`config.mk`:
```
export PLATFORM = sky130hd
export DESIGN_NAME = sadc_device_flat
export DESIGN_NICKNAME = d
export VERILOG_FILES = /design/src/core/sadc_pkg.sv /design/src/core/sadc_bus_if.sv /design/src/core/sadc_tick_div.sv /design/src/core/sadc_device.sv /design/src/flat_wrapper.sv
export SDC_FILE = /design/constraint.sdc
export NUM_CORES = 1
export LEC_CHECK = 0
export BUFFER_PORTS_ARGS = -buffer_cell sky130_fd_sc_hd__buf_2
export CORE_ASPECT_RATIO = 0.9
export CORE_MARGIN = 2
export CORE_UTILIZATION = 45
export CTS_BUF_LIST = sky130_fd_sc_hd__clkbuf_2
export DETAILED_ROUTE_END_ITERATION = 8
export PLACE_DENSITY = 0.72
export SYNTH_ARGS = -nofsm -noshare
export SYNTH_HDL_FRONTEND = slang
export SYNTH_SLANG_ARGS = --single-unit
```
`constraint.sdc`:
```
create_clock -name clk -period 4.1 [get_ports clk]
set_input_delay 0.82 -clock clk [delete_from_list [all_inputs] [get_ports clk]]
set_output_delay 0.82 -clock clk [all_outputs]
set_load 0.01 [all_outputs]
```
`src/core/sadc_pkg.sv`:
```
// Shared constants and types for the converter control and its host.
package sadc_pkg;

    // External clock rate of the block.
    localparam int unsigned SADC_CLK_HZ = 20_000_000;

    // Width of the conversion result.
    localparam int unsigned SADC_BITS = 8;

    // Ratio of the external clock to the internal sequencing clock.
    localparam int unsigned SADC_DIV = 8;

    // Comparisons per conversion and external clock cycles they take.
    localparam int unsigned SADC_STEPS = 8;
    localparam int unsigned SADC_CONV_CYC = SADC_STEPS * SADC_DIV;

    // Length of the completion set pulse in external clock periods.
    localparam int unsigned SADC_SET_CYC = 8;

    // Reset, mask load and full-scale values of the result path.
    localparam logic [7:0] SADC_RESULT_RST = 8'h00;
    localparam logic [7:0] SADC_MASK_MSB = 8'h80;
    localparam logic [7:0] SADC_MASK_NONE = 8'h00;
    localparam logic [7:0] SADC_FULL_SCALE = 8'hff;

    // Set pulse counter load value and width.
    localparam logic [3:0] SADC_SET_LOAD = 4'h7;
    localparam logic [3:0] SADC_SET_ZERO = 4'h0;
    localparam logic [3:0] SADC_SET_ONE = 4'h1;

    // Host strobe widths in clock cycles.
    localparam logic [3:0] SADC_WR_LOW_CYC = 4'h2;
    localparam logic [3:0] SADC_RD_LOW_CYC = 4'h2;

    // Device sequencing states.
    typedef enum logic [2:0] {
        SADC_ST_IDLE = 3'b001,
        SADC_ST_HOLD = 3'b010,
        SADC_ST_RUN = 3'b100
    } sadc_state_t;

    // Host control states.
    typedef enum logic [2:0] {
        SADC_H_IDLE = 3'b001,
        SADC_H_START = 3'b010,
        SADC_H_READ = 3'b100
    } sadc_hstate_t;

endpackage

```
`src/core/sadc_bus_if.sv`:
```
// Pin bundle joining the converter control and its host.
`timescale 1ns/1ps
`default_nettype none

interface sadc_bus_if;
    logic cs_n;
    logic wr_n;
    logic rd_n;
    logic conversion_done_n;
    logic [7:0] data_out;
    logic data_oe_n;

    modport device (
        input cs_n,
        input wr_n,
        input rd_n,
        output conversion_done_n,
        output data_out,
        output data_oe_n
    );

    modport host (
        output cs_n,
        output wr_n,
        output rd_n,
        input conversion_done_n,
        input data_out,
        input data_oe_n
    );
endinterface

`default_nettype wire

```
`src/core/sadc_tick_div.sv`:
```
// Free-running divider that gives a one-cycle enable every N clocks.
`timescale 1ns/1ps
`default_nettype none

module sadc_tick_div #(
    parameter int unsigned N = 8
) (
    // Clock and reset
    input wire logic clk,
    input wire logic resetn,
    // Enable pulse
    output logic tick
);
    localparam int unsigned W = (N > 1) ? $clog2(N) : 1;
    localparam logic [W-1:0] LAST = W'(N - 1);
    localparam logic [W-1:0] ZERO = '0;
    localparam logic [W-1:0] ONE = W'(1);

    logic [W-1:0] cnt_r;
    wire at_last = (cnt_r == LAST);
    wire [W-1:0] cnt_nxt = at_last ? ZERO : cnt_r + ONE;

    always_ff @(posedge clk) begin
        if (!resetn) begin
            cnt_r <= ZERO;
        end else begin
            cnt_r <= cnt_nxt;
        end
    end

    assign tick = at_last;
endmodule

`default_nettype wire

```
`src/core/sadc_device.sv`:
```
// Successive-approximation conversion control: start logic, bit search, latch and done flag.
//
// How it works
// - MSB first, 8 steps in 64 clocks, then latch.
// - Result is straight binary, all ones full scale.
// - Done falls once the result is latched.
// - A new start aborts and restarts conversion.
// - Free run: select low, done fed to start.
// - Host gives one start pulse after power-up.
// - Start clears search register and sequencer.
// - Held in reset while select and start low.
// - Conversion begins 1 to 8 clocks after release.
// - Start clears done flag; release loads sequencer head.
// - Sequencing runs at one eighth of clock.
// - Under continuous read, done still low 8 clocks.
// - Free run: done low edge retriggers, short pulse.
// - Select and read low clear done, drive data.
// - Select, start and read are active low.
// - Standalone host may ground select, pulse strobes.
`timescale 1ns/1ps
`default_nettype none

module sadc_device
    import sadc_pkg::*;
(
    // Clock and reset
    input wire logic clk,
    input wire logic resetn,
    // Pins toward the host
    sadc_bus_if.device bus,
    // Comparator side
    output logic [7:0] trial_code,
    input wire logic comp_above,
    // Status
    output logic conv_busy
);

    // Internal sequencing enable, one cycle in eight.
    logic seq_tick;

    sadc_tick_div #(
        .N(SADC_DIV)
    ) u_div (
        .clk(clk),
        .resetn(resetn),
        .tick(seq_tick)
    );

    // Pin decode; every control pin counts as asserted when low.
    wire start_cond = !bus.cs_n && !bus.wr_n;
    wire read_cond = !bus.cs_n && !bus.rd_n;

    // State and datapath registers.
    sadc_state_t state_r;
    sadc_state_t state_nxt;
    logic [7:0] mask_r;
    logic [7:0] mask_nxt;
    logic [7:0] sar_r;
    logic [7:0] sar_nxt;
    logic [7:0] result_r;
    logic [7:0] result_nxt;
    logic [3:0] set_cnt_r;
    logic [3:0] set_cnt_nxt;
    logic done_flag_r;
    logic done_flag_nxt;

    // Decode of the current state.
    wire in_idle = (state_r == SADC_ST_IDLE);
    wire in_hold = (state_r == SADC_ST_HOLD);
    wire in_run = (state_r == SADC_ST_RUN);

    // The trial word adds the bit under test to the bits already kept.
    wire [7:0] trial_word = sar_r | mask_r;
    wire [7:0] sar_step = comp_above ? trial_word : sar_r;
    wire step_now = in_run && seq_tick;
    wire step_last = mask_r[0];
    wire latch_now = step_now && step_last;
    wire [7:0] mask_shift = {1'b0, mask_r[7:1]};

    // The head of the sequencer is passed on only once the start pins are released.
    wire release_now = in_hold && seq_tick && !start_cond;

    // Completion set pulse lasts eight clocks counted from the latch edge.
    wire set_active = (set_cnt_r != SADC_SET_ZERO);

    always_comb begin
        state_nxt = state_r;
        unique case (state_r)
            SADC_ST_IDLE: begin
                state_nxt = SADC_ST_IDLE;
            end
            SADC_ST_HOLD: begin
                if (release_now) begin
                    state_nxt = SADC_ST_RUN;
                end
            end
            SADC_ST_RUN: begin
                if (latch_now) begin
                    state_nxt = SADC_ST_IDLE;
                end
            end
        endcase
        // A start strobe overrides everything, also in the middle of a conversion.
        if (start_cond) begin
            state_nxt = SADC_ST_HOLD;
        end
    end

    always_comb begin
        mask_nxt = mask_r;
        sar_nxt = sar_r;
        if (start_cond) begin
            mask_nxt = SADC_MASK_NONE;
            sar_nxt = SADC_RESULT_RST;
        end else if (release_now) begin
            mask_nxt = SADC_MASK_MSB;
            sar_nxt = SADC_RESULT_RST;
        end else if (step_now) begin
            mask_nxt = mask_shift;
            sar_nxt = sar_step;
        end
    end

    // The latch changes only on completion.
    assign result_nxt = latch_now ? sar_step : result_r;

    always_comb begin
        set_cnt_nxt = set_cnt_r;
        if (start_cond) begin
            set_cnt_nxt = SADC_SET_ZERO;
        end else if (latch_now) begin
            set_cnt_nxt = SADC_SET_LOAD;
        end else if (set_active) begin
            set_cnt_nxt = set_cnt_r - SADC_SET_ONE;
        end
    end

    // Start clears the flag even against the set pulse, which keeps the free
    // running done pulse short; a read clears it only once the set pulse is over.
    always_comb begin
        done_flag_nxt = done_flag_r;
        if (start_cond) begin
            done_flag_nxt = 1'b0;
        end else if (latch_now || set_active) begin
            done_flag_nxt = 1'b1;
        end else if (read_cond) begin
            done_flag_nxt = 1'b0;
        end
    end

    // Each register has its own short clocked process.
    always_ff @(posedge clk) begin
        if (!resetn) begin
            state_r <= SADC_ST_IDLE;
        end else begin
            state_r <= state_nxt;
        end
    end

    always_ff @(posedge clk) begin
        if (!resetn) begin
            mask_r <= SADC_MASK_NONE;
        end else begin
            mask_r <= mask_nxt;
        end
    end

    always_ff @(posedge clk) begin
        if (!resetn) begin
            sar_r <= SADC_RESULT_RST;
        end else begin
            sar_r <= sar_nxt;
        end
    end

    always_ff @(posedge clk) begin
        if (!resetn) begin
            result_r <= SADC_RESULT_RST;
        end else begin
            result_r <= result_nxt;
        end
    end

    always_ff @(posedge clk) begin
        if (!resetn) begin
            set_cnt_r <= SADC_SET_ZERO;
        end else begin
            set_cnt_r <= set_cnt_nxt;
        end
    end

    always_ff @(posedge clk) begin
        if (!resetn) begin
            done_flag_r <= 1'b0;
        end else begin
            done_flag_r <= done_flag_nxt;
        end
    end

    // Pin outputs.
    assign bus.conversion_done_n = !done_flag_r;
    assign bus.data_out = result_r;
    assign bus.data_oe_n = !read_cond;

    // Comparator side: the trial word is only meaningful while running.
    assign trial_code = in_run ? trial_word : SADC_RESULT_RST;
    assign conv_busy = in_hold || in_run || (in_idle && start_cond);

endmodule

`default_nettype wire

```
`src/flat_wrapper.sv`:
```
// flat-port wrapper written by rule: the top's interface ports become plain ports
module sadc_device_flat import sadc_pkg::*;
  (clk, resetn, trial_code, comp_above, conv_busy, bus_cs_n, bus_wr_n, bus_rd_n, bus_conversion_done_n, bus_data_out, bus_data_oe_n);
  sadc_bus_if bus_i ();
  input wire logic clk;
  input wire logic resetn;
  output logic [7:0] trial_code;
  input wire logic comp_above;
  output logic conv_busy;
  input wire logic [$bits(bus_i.cs_n)-1:0] bus_cs_n;
  input wire logic [$bits(bus_i.wr_n)-1:0] bus_wr_n;
  input wire logic [$bits(bus_i.rd_n)-1:0] bus_rd_n;
  output wire logic [$bits(bus_i.conversion_done_n)-1:0] bus_conversion_done_n;
  output wire logic [$bits(bus_i.data_out)-1:0] bus_data_out;
  output wire logic [$bits(bus_i.data_oe_n)-1:0] bus_data_oe_n;
  assign bus_i.cs_n = bus_cs_n;
  assign bus_i.wr_n = bus_wr_n;
  assign bus_i.rd_n = bus_rd_n;
  assign bus_conversion_done_n = bus_i.conversion_done_n;
  assign bus_data_out = bus_i.data_out;
  assign bus_data_oe_n = bus_i.data_oe_n;
  sadc_device u_core (.clk(clk), .resetn(resetn), .bus(bus_i), .trial_code(trial_code), .comp_above(comp_above), .conv_busy(conv_busy));
endmodule
```
# After elaboration in Yosys (flattened, before gate mapping)
# Cells that the tools add are included.
# Widths: inputs -> output; s select.
[word_totals] ff_bits=35 output_inout_bits=19
[classes] n_eq_ne=8 addsub=2 n_mux=12 reduce_logical=26 bitwise_logic=2
[op_table] op="$mux 8" n=4
[op_table] op="$mux 3" n=4
[op_table] op="$pmux 3 s3" n=1
[op_table] op="$or 8x8->8" n=1
[op_table] op="$logic_and 1x1->1" n=7
[op_table] op="$eq 3x3->1 const B" n=2
[op_table] op="$logic_not 1->1" n=6
[op_table] op="$ne 3x2->1 const B" n=2
[op_table] op="$reduce_bool 2->1" n=3
[op_table] op="$reduce_or 3->1" n=2
[op_table] op="$ne 2x2->1 const B" n=2
[op_table] op="$reduce_and 2->1" n=2
[op_table] op="$reduce_bool 4->1" n=1
[op_table] op="$reduce_or 2->1" n=2
[op_table] op="$sub 4x1->4 const B" n=1
[op_table] op="$add 3x1->3 const B" n=1
[op_table] op="$eq 3x1->1 const B" n=1
[op_table] op="$eq 3x2->1 const B" n=1
[op_table] op="$logic_or 1x1->1" n=3
[op_table] op="$mux 1" n=2
[op_table] op="$mux 2" n=1
[op_table] op="$not 1->1" n=1

# Depth between registers and ports, before layout
# Gate-level depths: netlist of the first run.
[logic_depth] word_depth=7 depth_mapped=7

# Cells and area by module
# A second synthesis of the first run with hierarchy kept.
[unflattened] hier_cells=165 area_unflattened_um2=1512.7
[modules_own_cells] module="sadc_device" seq_area_each_um2=640.6 area_each_um2=1397.6 cells_per_inst=157 n_inst=1
[modules_own_cells] module="sadc_tick_div" seq_area_each_um2=60.1 area_each_um2=115.1 cells_per_inst=8 n_inst=1

# Worst setup path before layout of the first run
# OpenSTA, ideal clock, no wires.
[synth_timing] path_type="input -> output" start="input bus_wr_n" end="output conv_busy" arrival_ps=1186 cell_stages=3 path_slack_ps=2094 path_cell_list="nor2_1 > nand3_1 > o21ai_0"
[synth_via] elab_chain_cells=4
[synth_rtl] element="from (decl)" line="flat_wrapper.sv:11" rtl="input wire logic [$bits(bus_i.wr_n)-1:0] bus_wr_n;"
[synth_rtl] element="$logic_not 1->1" line="sadc_device.sv:50" rtl="wire start_cond = !bus.cs_n && !bus.wr_n;"
[synth_rtl] element="$logic_and 1x1->1" line="sadc_device.sv:50"
[synth_rtl] element="$logic_and 1x1->1" line="sadc_device.sv:207" rtl="assign conv_busy = in_hold || in_run || (in_idle && start_cond);"
[synth_rtl] element="$logic_or 1x1->1" line="sadc_device.sv:207"
[synth_rtl] element="to (decl)" line="flat_wrapper.sv:9" rtl="output logic conv_busy;"
# Every way passes these cells.

# Final worst setup path of the first run
[layout_timing] start="register u_core.state_r[2]" end="output trial_code[7]"
[layout_via] elab_chain_cells=2
[layout_rtl] element="from (decl)" line="sadc_device.sv:54" rtl="sadc_state_t state_r;"
[layout_rtl] element="from (signal assigned)" line="sadc_device.sv:156" rtl="state_r <= state_nxt;"
[layout_rtl] element="$eq 3x3->1" line="sadc_device.sv:70" rtl="wire in_run = (state_r == SADC_ST_RUN);"
[layout_rtl] element="$mux 8" line="sadc_device.sv:206" rtl="assign trial_code = in_run ? trial_word : SADC_RESULT_RST;"
[layout_rtl] element="to (decl)" line="flat_wrapper.sv:7" rtl="output logic [7:0] trial_code;"
# Every way passes these cells.

==> results of run 1 <==
routing by layer:
| layer | GRT usage (%) | up-vias | part of all wire [%] |
|---|---|---|---|
| met5 | 0 | - | 0 |
| met4 | 6.38 | 0 | 1.5 |
| met3 | 6.88 | 5 | 6.3 |
| met2 | 28.6 | 33 | 48 |
| met1 | 19.1 | 582 | 44 |
| li1 | - | 611 | - |
metrics by stage:
| stage | power, mW | instance area (sq um) | worst slack (ps) | hold WS, ps | cells |
|---|---|---|---|---|---|
| after floorplan | 0.500 | 1480 | 2090 | 403 | 162 |
| final | 0.674 | 1640 | 1490 | 441 | 226 |
| after global placement | 0.519 | 1600 | 1880 | 411 | 218 |
| after CTS | 0.684 | 1640 | 1400 | 448 | 226 |
| after detailed placement | 0.528 | 1600 | 1840 | 426 | 218 |
| after global routing | 0.720 | 1640 | 1290 | 476 | 226 |
power breakdown:
part | switching [mW] | total [mW] | internal, mW
logic | 0.0687 | 0.140 | 0.0713
registers | 0.0152 | 0.380 | 0.364
clock network | 0.108 | 0.155 | 0.0465
total | 0.192 | 0.674 | 0.482
cells in the mapped netlist, drive strengths merged, types with 4 or more instances:
master / instances / area, sq um
a21oi: 19 / 95.1
a31oi: 9 / 56.3
buf: 5 / 37.5
clkbuf: 5 / 18.8
dfxtp: 35 / 701
ha: 4 / 50.1
nand2: 21 / 78.8
nand3: 8 / 40.0
nor2: 11 / 41.3
nor3b: 4 / 35.0
o211a: 7 / 70.1
o21a: 9 / 67.6
sequential cells by signal, summed over array words and instances, names as in the netlist:
register and flops:
u_core.sar_r 8, u_core.set_cnt_r 4, u_core.mask_r 8, u_core.done_flag_r 1
u_core.u_div.cnt_r 3, u_core.state_r 3, u_core.bus.data_out 8
path summary, 6_finish.rpt:
kind,start,to,cells after the start
max,u_core.state_r[2]$_SDFFE_PP0P_,trial_code[7],3
min,u_core.u_div.cnt_r[0]$_SDFF_PP0_,u_core.u_div.cnt_r[0]$_SDFF_PP0_,1
max reg2reg,u_core.u_div.cnt_r[0]$_SDFF_PP0_,u_core.bus.data_out[6]$_SDFFE_PN0P_,5
min reg2reg,u_core.u_div.cnt_r[0]$_SDFF_PP0_,u_core.u_div.cnt_r[0]$_SDFF_PP0_,1
cell families (layout without fill, tap and decap cells):
group,count (synthesis),count (layout),synth area share (%)
mux,2,2,1.44
xor+xnor,3,3,1.78
simple gates,56,56,19.7
buf+inv,13,35,4.57
flops,35,35,47.4
compound gates,49,49,21.7
fa+ha+maj,4,4,3.38
cell type report:
type                    instances  area [sq um]  share of cell area, %
multi-input cells             114           711                   43.5
flip-flops and latches         35           701                   42.8
repair buffers                 24           120                   7.35
well taps                      42          52.6                   3.21
clock buffers                   7          35.0                   2.14
inverters                       3          11.3                  0.689
clock inverters                 1          5.00                  0.306
critical path, delay by kind of cell, from the launching register on:
kind / cells / cell delay [ps]
buf+inv: 1 / 130
compound gates: 1 / 210
simple gates: 1 / 600
flops: 1 / 470
==> out/qor.yml, run 1 <==
outcome:
  status: "finished clean"
setup_path:
  startpoint_type: "flip-flop"
  crit_fanout: 10
  required_ps: 3280
  cp.arrival_ps: 1790
  endpoint_kind: "primary output"
  slowest_stage: "nor3b_2"
  cpPeakStageDelay_ps: 600
  crit_chain: "nor3b_2, o21a_1, buf_2"
  crit_type: "reg2out"
  rrSetupSlack_ps: 1940
detailed_routing:
  wl_microns: 2910
  ant_nets: 0
  viasPerCell: 5.45
  first_iter_violations: 52
  routedWlPerCell_microns: 12.9
  drc: 0
  dr.pass1.iters: 5
  num_vias: 1231
logic_synthesis:
  synth-seq-cells: 35
  ys_seq_area_share_pct: 47.4
  async_flop_share_pct: 0
  yosysWarnings: 0
  synth_nets: 172
  synth_flop_cell: "dfxtp_1"
  synthCells: 162
  syn_area_sq_mm: 0.00148
  synth_edf_count: 0
  synth_cell_types: 31
  postSynthAreaPerCell_sq_um: 9.13
hold_path:
  holdCritPathClass: "reg2reg"
clock_network:
  clkLatencyLatePin_ps: 380
  cts-root-buf: "clkbuf_2"
  ctsHtreeMaxLevel: 2
  cts.clk_slew.worst_paths_ps: 170
  post-cts-setup-buffers: 0
  clockBufferDepth: 2
  postCtsResizedCells: 0
  cts_hold_buffers: 0
  cts_buffers: 5
  cts_tree: "built"
  clock-sinks: 35
flow_run:
  maxCapViolCount: 0
timing:
  final_max_slew_viol_count: 0
  rsz0062_at_grt: "no"
  skew_ps: 14.1
  fin_tns_setup_ps: 0
  min_period_ps: 2610
  finalSetupViolations: 0
  period_share_pct: 63.6
  fmax_mhz: 384
  hold_violations: 0
  tightest_slew_ps: 859
  slew_headroom_pct: 42.7
cells_and_area:
  mostFrequentLayoutCell: "dfxtp_1"
  drive_above_1_share_pct: 19.6
  finalNetCount: 193
  fin_util_pct: 52.9
  layout_common_cells: "dfxtp_1 (35), buf_2 (24), nand2_1 (21), a21oi_1 (19), nor2_1 (11)"
  diodes: 0
  fill_cells: 301
  syn_to_final_growth_pct: 10.6
power:
  peakVddDrop_mv: 0.275
  power_density_mw_per_mm2: 412
  leakagePower_nw: 0.737
die:
  num_io_pins: 25
  dieArea_sq_mm: 0.00376
  die_y_microns: 58.4
  coreArea_sq_mm: 0.00309
  die_x_microns: 64.4
  initial_utilization_pct: 47.9
  rows: 19
grt:
  gr-usage-all-layers_pct: 16.8
  antenna_found_initial: 0
  grt_pass1_vias: 1107
  grt_first_pass_wirelength_microns: 4800
  grt_max_degree: 26
  grt-ovfl-total: 0
placement:
  place_hpwl_microns: 1990
  io_buffers: 24
  routabilityCongestion: 0.726
No activity file was read; power rests on OpenSTA's default activity.
==> run 2: changes to the inputs <==
Settings changed: PLACE_DENSITY 0.72 to 0.75.
Clock period 4.1 ns to 2.2 ns, I/O delays scaled along.
==> out/qor.yml, run 2 (same netlist as run 1, synthesis figures left out) <==
outcome:
  status: "finished clean"
detailed_routing:
  num_vias: 1233  # +0.16%
  first_iter_violations: 45  # -13%
  viasPerCell: 5.36  # -1.6%
  ant_nets: 0  # unchanged
  wl_microns: 3100  # +6.4%
  dr.pass1.iters: 4  # -1
  drc: 0  # unchanged
  routedWlPerCell_microns: 13.5  # +4.5%
cells_and_area:
  layout_common_cells: "dfxtp_1 (35), buf_2 (24), nand2_1 (21), a21oi_1 (19), nor2_1 (11)"
  fin_util_pct: 53.9  # +0.97 points
  mostFrequentLayoutCell: "dfxtp_1"
  syn_to_final_growth_pct: 12.6
  final_cell_area_sq_mm: 0.00167  # +1.8%
  multi_input_area_sq_um: 711  # unchanged
  finalNetCount: 197  # +2.1%
  fill_cells: 302  # +0.33%
  drive_above_1_share_pct: 21.3  # +1.7 points
  diodes: 0  # unchanged
  regArea_sq_um: 701  # unchanged
flow_run:
  maxCapViolCount: 0  # unchanged
timing:
  finalSetupViolations: 0  # unchanged
  fin_tns_setup_ps: 0  # unchanged
  fmax_mhz: 505
  period_share_pct: 89.9
  final_max_slew_viol_count: 0  # unchanged
  slew_headroom_pct: 63.0  # +20 points
  hold_violations: 0  # unchanged
  tightest_slew_ps: 555  # -304 ps
  rsz0062_at_grt: "no"
  min_period_ps: 1980
  skew_ps: 30.4  # +16.4 ps
setup_path:
  endpoint_kind: "primary output"
  crit_fanout: 10  # unchanged
  cp.arrival_ps: 1540  # -250 ps
  required_ps: 1760  # -1520 ps
  startpoint_type: "flip-flop"
  crit_type: "reg2out"
grt:
  grt_max_degree: 17  # -35%
  antenna_found_initial: 0  # unchanged
  grtUsageMet3_pct: 4.78  # -2.1 points
  use_met1_pct: 22.5  # +3.3 points
  busiest_layer: "met2"
  gr-usage-met2_pct: 29.9  # +1.3 points
  grt-ovfl-total: 0  # unchanged
  grt_pass1_vias: 1170  # +5.7%
  grt_first_pass_wirelength_microns: 5220  # +8.9%
  gr-usage-all-layers_pct: 18.1  # +1.3 points
placement:
  io_buffers: 24  # unchanged
  routabilityCongestion: 0.755  # +4.1%
  place_hpwl_microns: 2100  # +5.7%
  place_area_sq_mm: 0.00163  # +1.9%
die:
  rows: 19  # unchanged
  dieArea_sq_mm: 0.00376  # unchanged
  coreArea_sq_mm: 0.00309  # unchanged
  initial_utilization_pct: 47.9  # unchanged
  num_io_pins: 25  # unchanged
  die_y_microns: 58.4  # unchanged
  die_x_microns: 64.4  # unchanged
power:
  p_seq_share_pct: 55.4  # -0.9 points
  clockPowerShare_pct: 24.1  # +1.2 points
  comb_power_share_pct: 20.6  # -0.2 points
  leakagePower_nw: 0.758  # +3.0%
  peakVddDrop_mv: 0.448  # +63%
  internal-power_mw: 0.901  # +87%
  p_sw_mw: 0.376  # +96%
  power_density_mw_per_mm2: 766  # +86%
  sw_frac_of_total_pct: 29.4  # +0.96 points
clock_network:
  clkLatencyLatePin_ps: 400  # +20 ps
  cts_hold_buffers: 0  # unchanged
  clockBufferDepth: 2  # unchanged
  postCtsResizedCells: 0  # unchanged
  cts_buffers: 5  # unchanged
  clock-sinks: 35  # unchanged
  post-cts-setup-buffers: 0  # unchanged
  cts.clk_slew.worst_paths_ps: 190  # +20 ps
  ctsHtreeMaxLevel: 2  # unchanged
  cts_tree: "built"
  cts-root-buf: "clkbuf_2"
hold_path:
  holdCritPathClass: "in2reg"
-- run 2: through the flow --
step | power [mW] | setup slack (ps) | hold WS, ps | instances
3_3_place_gp | 0.970 | 515 | 415 | 222
5_1_grt | 1.35 | 108 | 349 | 230
2_1_floorplan | 0.932 | 578 | 403 | 162
6_report | 1.28 | 222 | 347 | 230
3_5_place_dp | 0.986 | 407 | 427 | 222
4_1_cts | 1.28 | 215 | 355 | 230
-- run 2: critical path, cell delays in order (launching register included) --
cell and delay (ps):
dfxtp_1 480, nor3b_2 200, buf_4 190, o21a_1 140, buf_2 120
-- run 2: path summary, 6_finish.rpt --
kind	slack [ps]	depth (start not counted)	end	from
max	220	4	trial_code[0]	u_core.state_r[2]$_SDFFE_PP0P_
min	350	2	u_core.state_r[0]$_SDFFE_PN1P_	resetn
max reg2reg	470	6	u_core.bus.data_out[5]$_SDFFE_PN0P_	u_core.u_div.cnt_r[0]$_SDFF_PP0_
min reg2reg	450	1	u_core.u_div.cnt_r[0]$_SDFF_PP0_	u_core.u_div.cnt_r[0]$_SDFF_PP0_
-- run 2: cell type report --
cell class / count / share of cell area (%)
Multi-Input combinational cell: 114 / 42.7
Clock inverter: 1 / 0.301
Clock buffer: 7 / 2.10
Sequential cell: 35 / 42.1
Timing Repair Buffer: 28 / 9.02
Inverter: 3 / 0.676
Tap cell: 42 / 3.16
-- run 2: power groups by stage --
stage / Clock, mW / Sequential (mW) / Combinational [mW]
2_1_floorplan: 0 / 0.714 / 0.218
3_3_place_gp: 0 / 0.719 / 0.251
3_5_place_dp: 0 / 0.720 / 0.266
4_1_cts: 0.305 / 0.706 / 0.267
5_1_grt: 0.334 / 0.713 / 0.304
6_report: 0.307 / 0.707 / 0.262
-- run 2: metal layers --
layer	wire length (microns)	up-vias	part of all wire [%]
met4	44	0	1.4
li1	-	624	-
met2	1450	35	47
met1	1450	569	47
met3	154	5	5.0
met5	0	-	0
==> run 3: changes to the inputs <==
Settings changed: REMOVE_ABC_BUFFERS from default to 1.
==> out/qor.yml, run 3 (same netlist as run 1, synthesis figures left out) <==
outcome:
  status: "finished clean"
die:
  initial_utilization_pct: 47.9  # unchanged
  coreArea_sq_mm: 0.00309  # unchanged
  rows: 19  # unchanged
  num_io_pins: 25  # unchanged
  dieArea_sq_mm: 0.00376  # unchanged
  die_x_microns: 64.4  # unchanged
  die_y_microns: 58.4  # unchanged
clock_network:
  cts_hold_buffers: 0  # unchanged
  post-cts-setup-buffers: 0  # unchanged
  postCtsResizedCells: 0  # unchanged
  cts_buffers: 5  # unchanged
  cts_tree: "built"
  clock-sinks: 35  # unchanged
  clockBufferDepth: 2  # unchanged
  clkLatencyLatePin_ps: 380  # -20 ps
  cts.clk_slew.worst_paths_ps: 170  # -20 ps
  cts-root-buf: "clkbuf_2"
  ctsHtreeMaxLevel: 2  # unchanged
placement:
  dp.cells: 221  # -0.45%
  post-place-ws_ps: 322  # -85.1 ps
  place_area_sq_mm: 0.00162  # -0.46%
  io_buffers: 24  # unchanged
  routabilityCongestion: 0.781  # +3.4%
  place_hpwl_microns: 2150  # +2.0%
timing:
  setup_ws_ps: 115  # -107 ps
  hold_violations: 0  # unchanged
  tightest_slew_ps: 544  # -11.5 ps
  skew_ps: 20.5  # -9.93 ps
  rsz0062_at_grt: "no"
  fmax_mhz: 480  # -5.1%
  fin_tns_setup_ps: 0  # unchanged
  finalSetupViolations: 0  # unchanged
  slew_headroom_pct: 63.8  # +0.76 points
  period_share_pct: 94.8  # +4.9 points
  min_period_ps: 2090  # +107 ps
  final_max_slew_viol_count: 0  # unchanged
  hold_ws_ps: 371  # +23.3 ps
grt:
  grt_first_pass_wirelength_microns: 5020  # -3.8%
  antenna_found_initial: 0  # unchanged
  grt_max_degree: 18  # +1
  gr-usage-all-layers_pct: 17.6  # -0.51 points
  grt_pass1_vias: 1131  # -3.3%
  grt-ovfl-total: 0  # unchanged
setup_path:
  crit_type: "reg2out"
  slowest_stage: "dfxtp_1"
  crit_fanout: 7  # -3
  crit_chain: "nor3b_4, buf_4, o21a_1, buf_2"
  startpoint_type: "flip-flop"
  cp.arrival_ps: 1650  # +110 ps
  required_ps: 1760  # about the same
  endpoint_kind: "primary output"
  cpPeakStageDelay_ps: 490  # about the same
cells_and_area:
  layout_common_cells: "dfxtp_1 (35), buf_2 (24), nand2_1 (21), a21oi_1 (19), nor2_1 (11)"
  diodes: 0  # unchanged
  stdcell_count: 229  # -0.43%
  drive_above_1_share_pct: 20.3  # -0.96 points
  fin_util_pct: 54.6  # +0.73 points
  final_cell_area_sq_mm: 0.00169  # +1.4%
  syn_to_final_growth_pct: 14.1
  mostFrequentLayoutCell: "dfxtp_1"
  finalNetCount: 196  # -0.51%
  fill_cells: 290  # -4.0%
detailed_routing:
  ant_nets: 0  # unchanged
  viasPerCell: 5.40  # +0.76%
  dr.pass1.iters: 4  # unchanged
  drc: 0  # unchanged
  first_iter_violations: 33  # -27%
  routedWlPerCell_microns: 14.0  # +3.7%
  num_vias: 1237  # +0.32%
  wl_microns: 3200  # +3.3%
power:
  leakagePower_nw: 0.762  # +0.54%
  finalPower_mw: 1.38  # +8.0%
  power_density_mw_per_mm2: 817  # +6.6%
  peakVddDrop_mv: 0.413  # -7.8%
flow_run:
  maxCapViolCount: 0  # unchanged
hold_path:
  holdCritPathClass: "in2reg"
## run 3: cell types whose count changed in the layout (fill, tap and decap cells not counted)
| cell | change |
|---|---|
| clkinv_1 | +1 |
| nor3b_2 | -1 |
| clkbuf_2 | -2 |
| buf_4 | -1 |
| bufinv_16 | +1 |
| nor3b_4 | +1 |
## run 3: final timing paths
kind,startpoint,endpoint,slack (ps),cells after the start
max,u_core.state_r[2]$_SDFFE_PP0P_,trial_code[1],110,4
min,resetn,u_core.state_r[0]$_SDFFE_PN1P_,370,2
max reg2reg,u_core.u_div.cnt_r[0]$_SDFF_PP0_,u_core.bus.data_out[4]$_SDFFE_PN0P_,280,6
min reg2reg,u_core.u_div.cnt_r[0]$_SDFF_PP0_,u_core.u_div.cnt_r[0]$_SDFF_PP0_,440,1
## run 3: layout make-up
class / count / area (sq um) / share of cell area [%]
timing repair buffer: 27 / 143 / 8.45
clock buffer: 5 / 25.0 / 1.48
sequential: 35 / 701 / 41.5
inverter: 3 / 11.3 / 0.667
tap: 42 / 52.6 / 3.11
clock inverter: 3 / 38.8 / 2.30
multi-input combinational: 114 / 717 / 42.5
## run 3: worst max-delay path, delay by kind of cell (launching register included)
family,cells,cell delay (ps)
buffers and inverters,2,340
DFF,1,490
AOI/OAI and AO/OA,1,130
and+or+nand+nor,1,320
## run 3: report_power, final
group / total [mW] / internal, mW / switching, mW
Combinational: 0.265 / 0.134 / 0.131
Sequential: 0.708 / 0.679 / 0.0290
Clock: 0.405 / 0.187 / 0.218
Total: 1.38 / 1.00 / 0.378
## run 3: routing by layer
layer / vias up / part of all wire (%) / GRT usage, %
met4: 0 / 0.38 / 4.56
met2: 36 / 49 / 29.9
met5: - / 0 / 0
met1: 573 / 46 / 21.4
li1: 626 / - / -
met3: 2 / 4.6 / 6.50
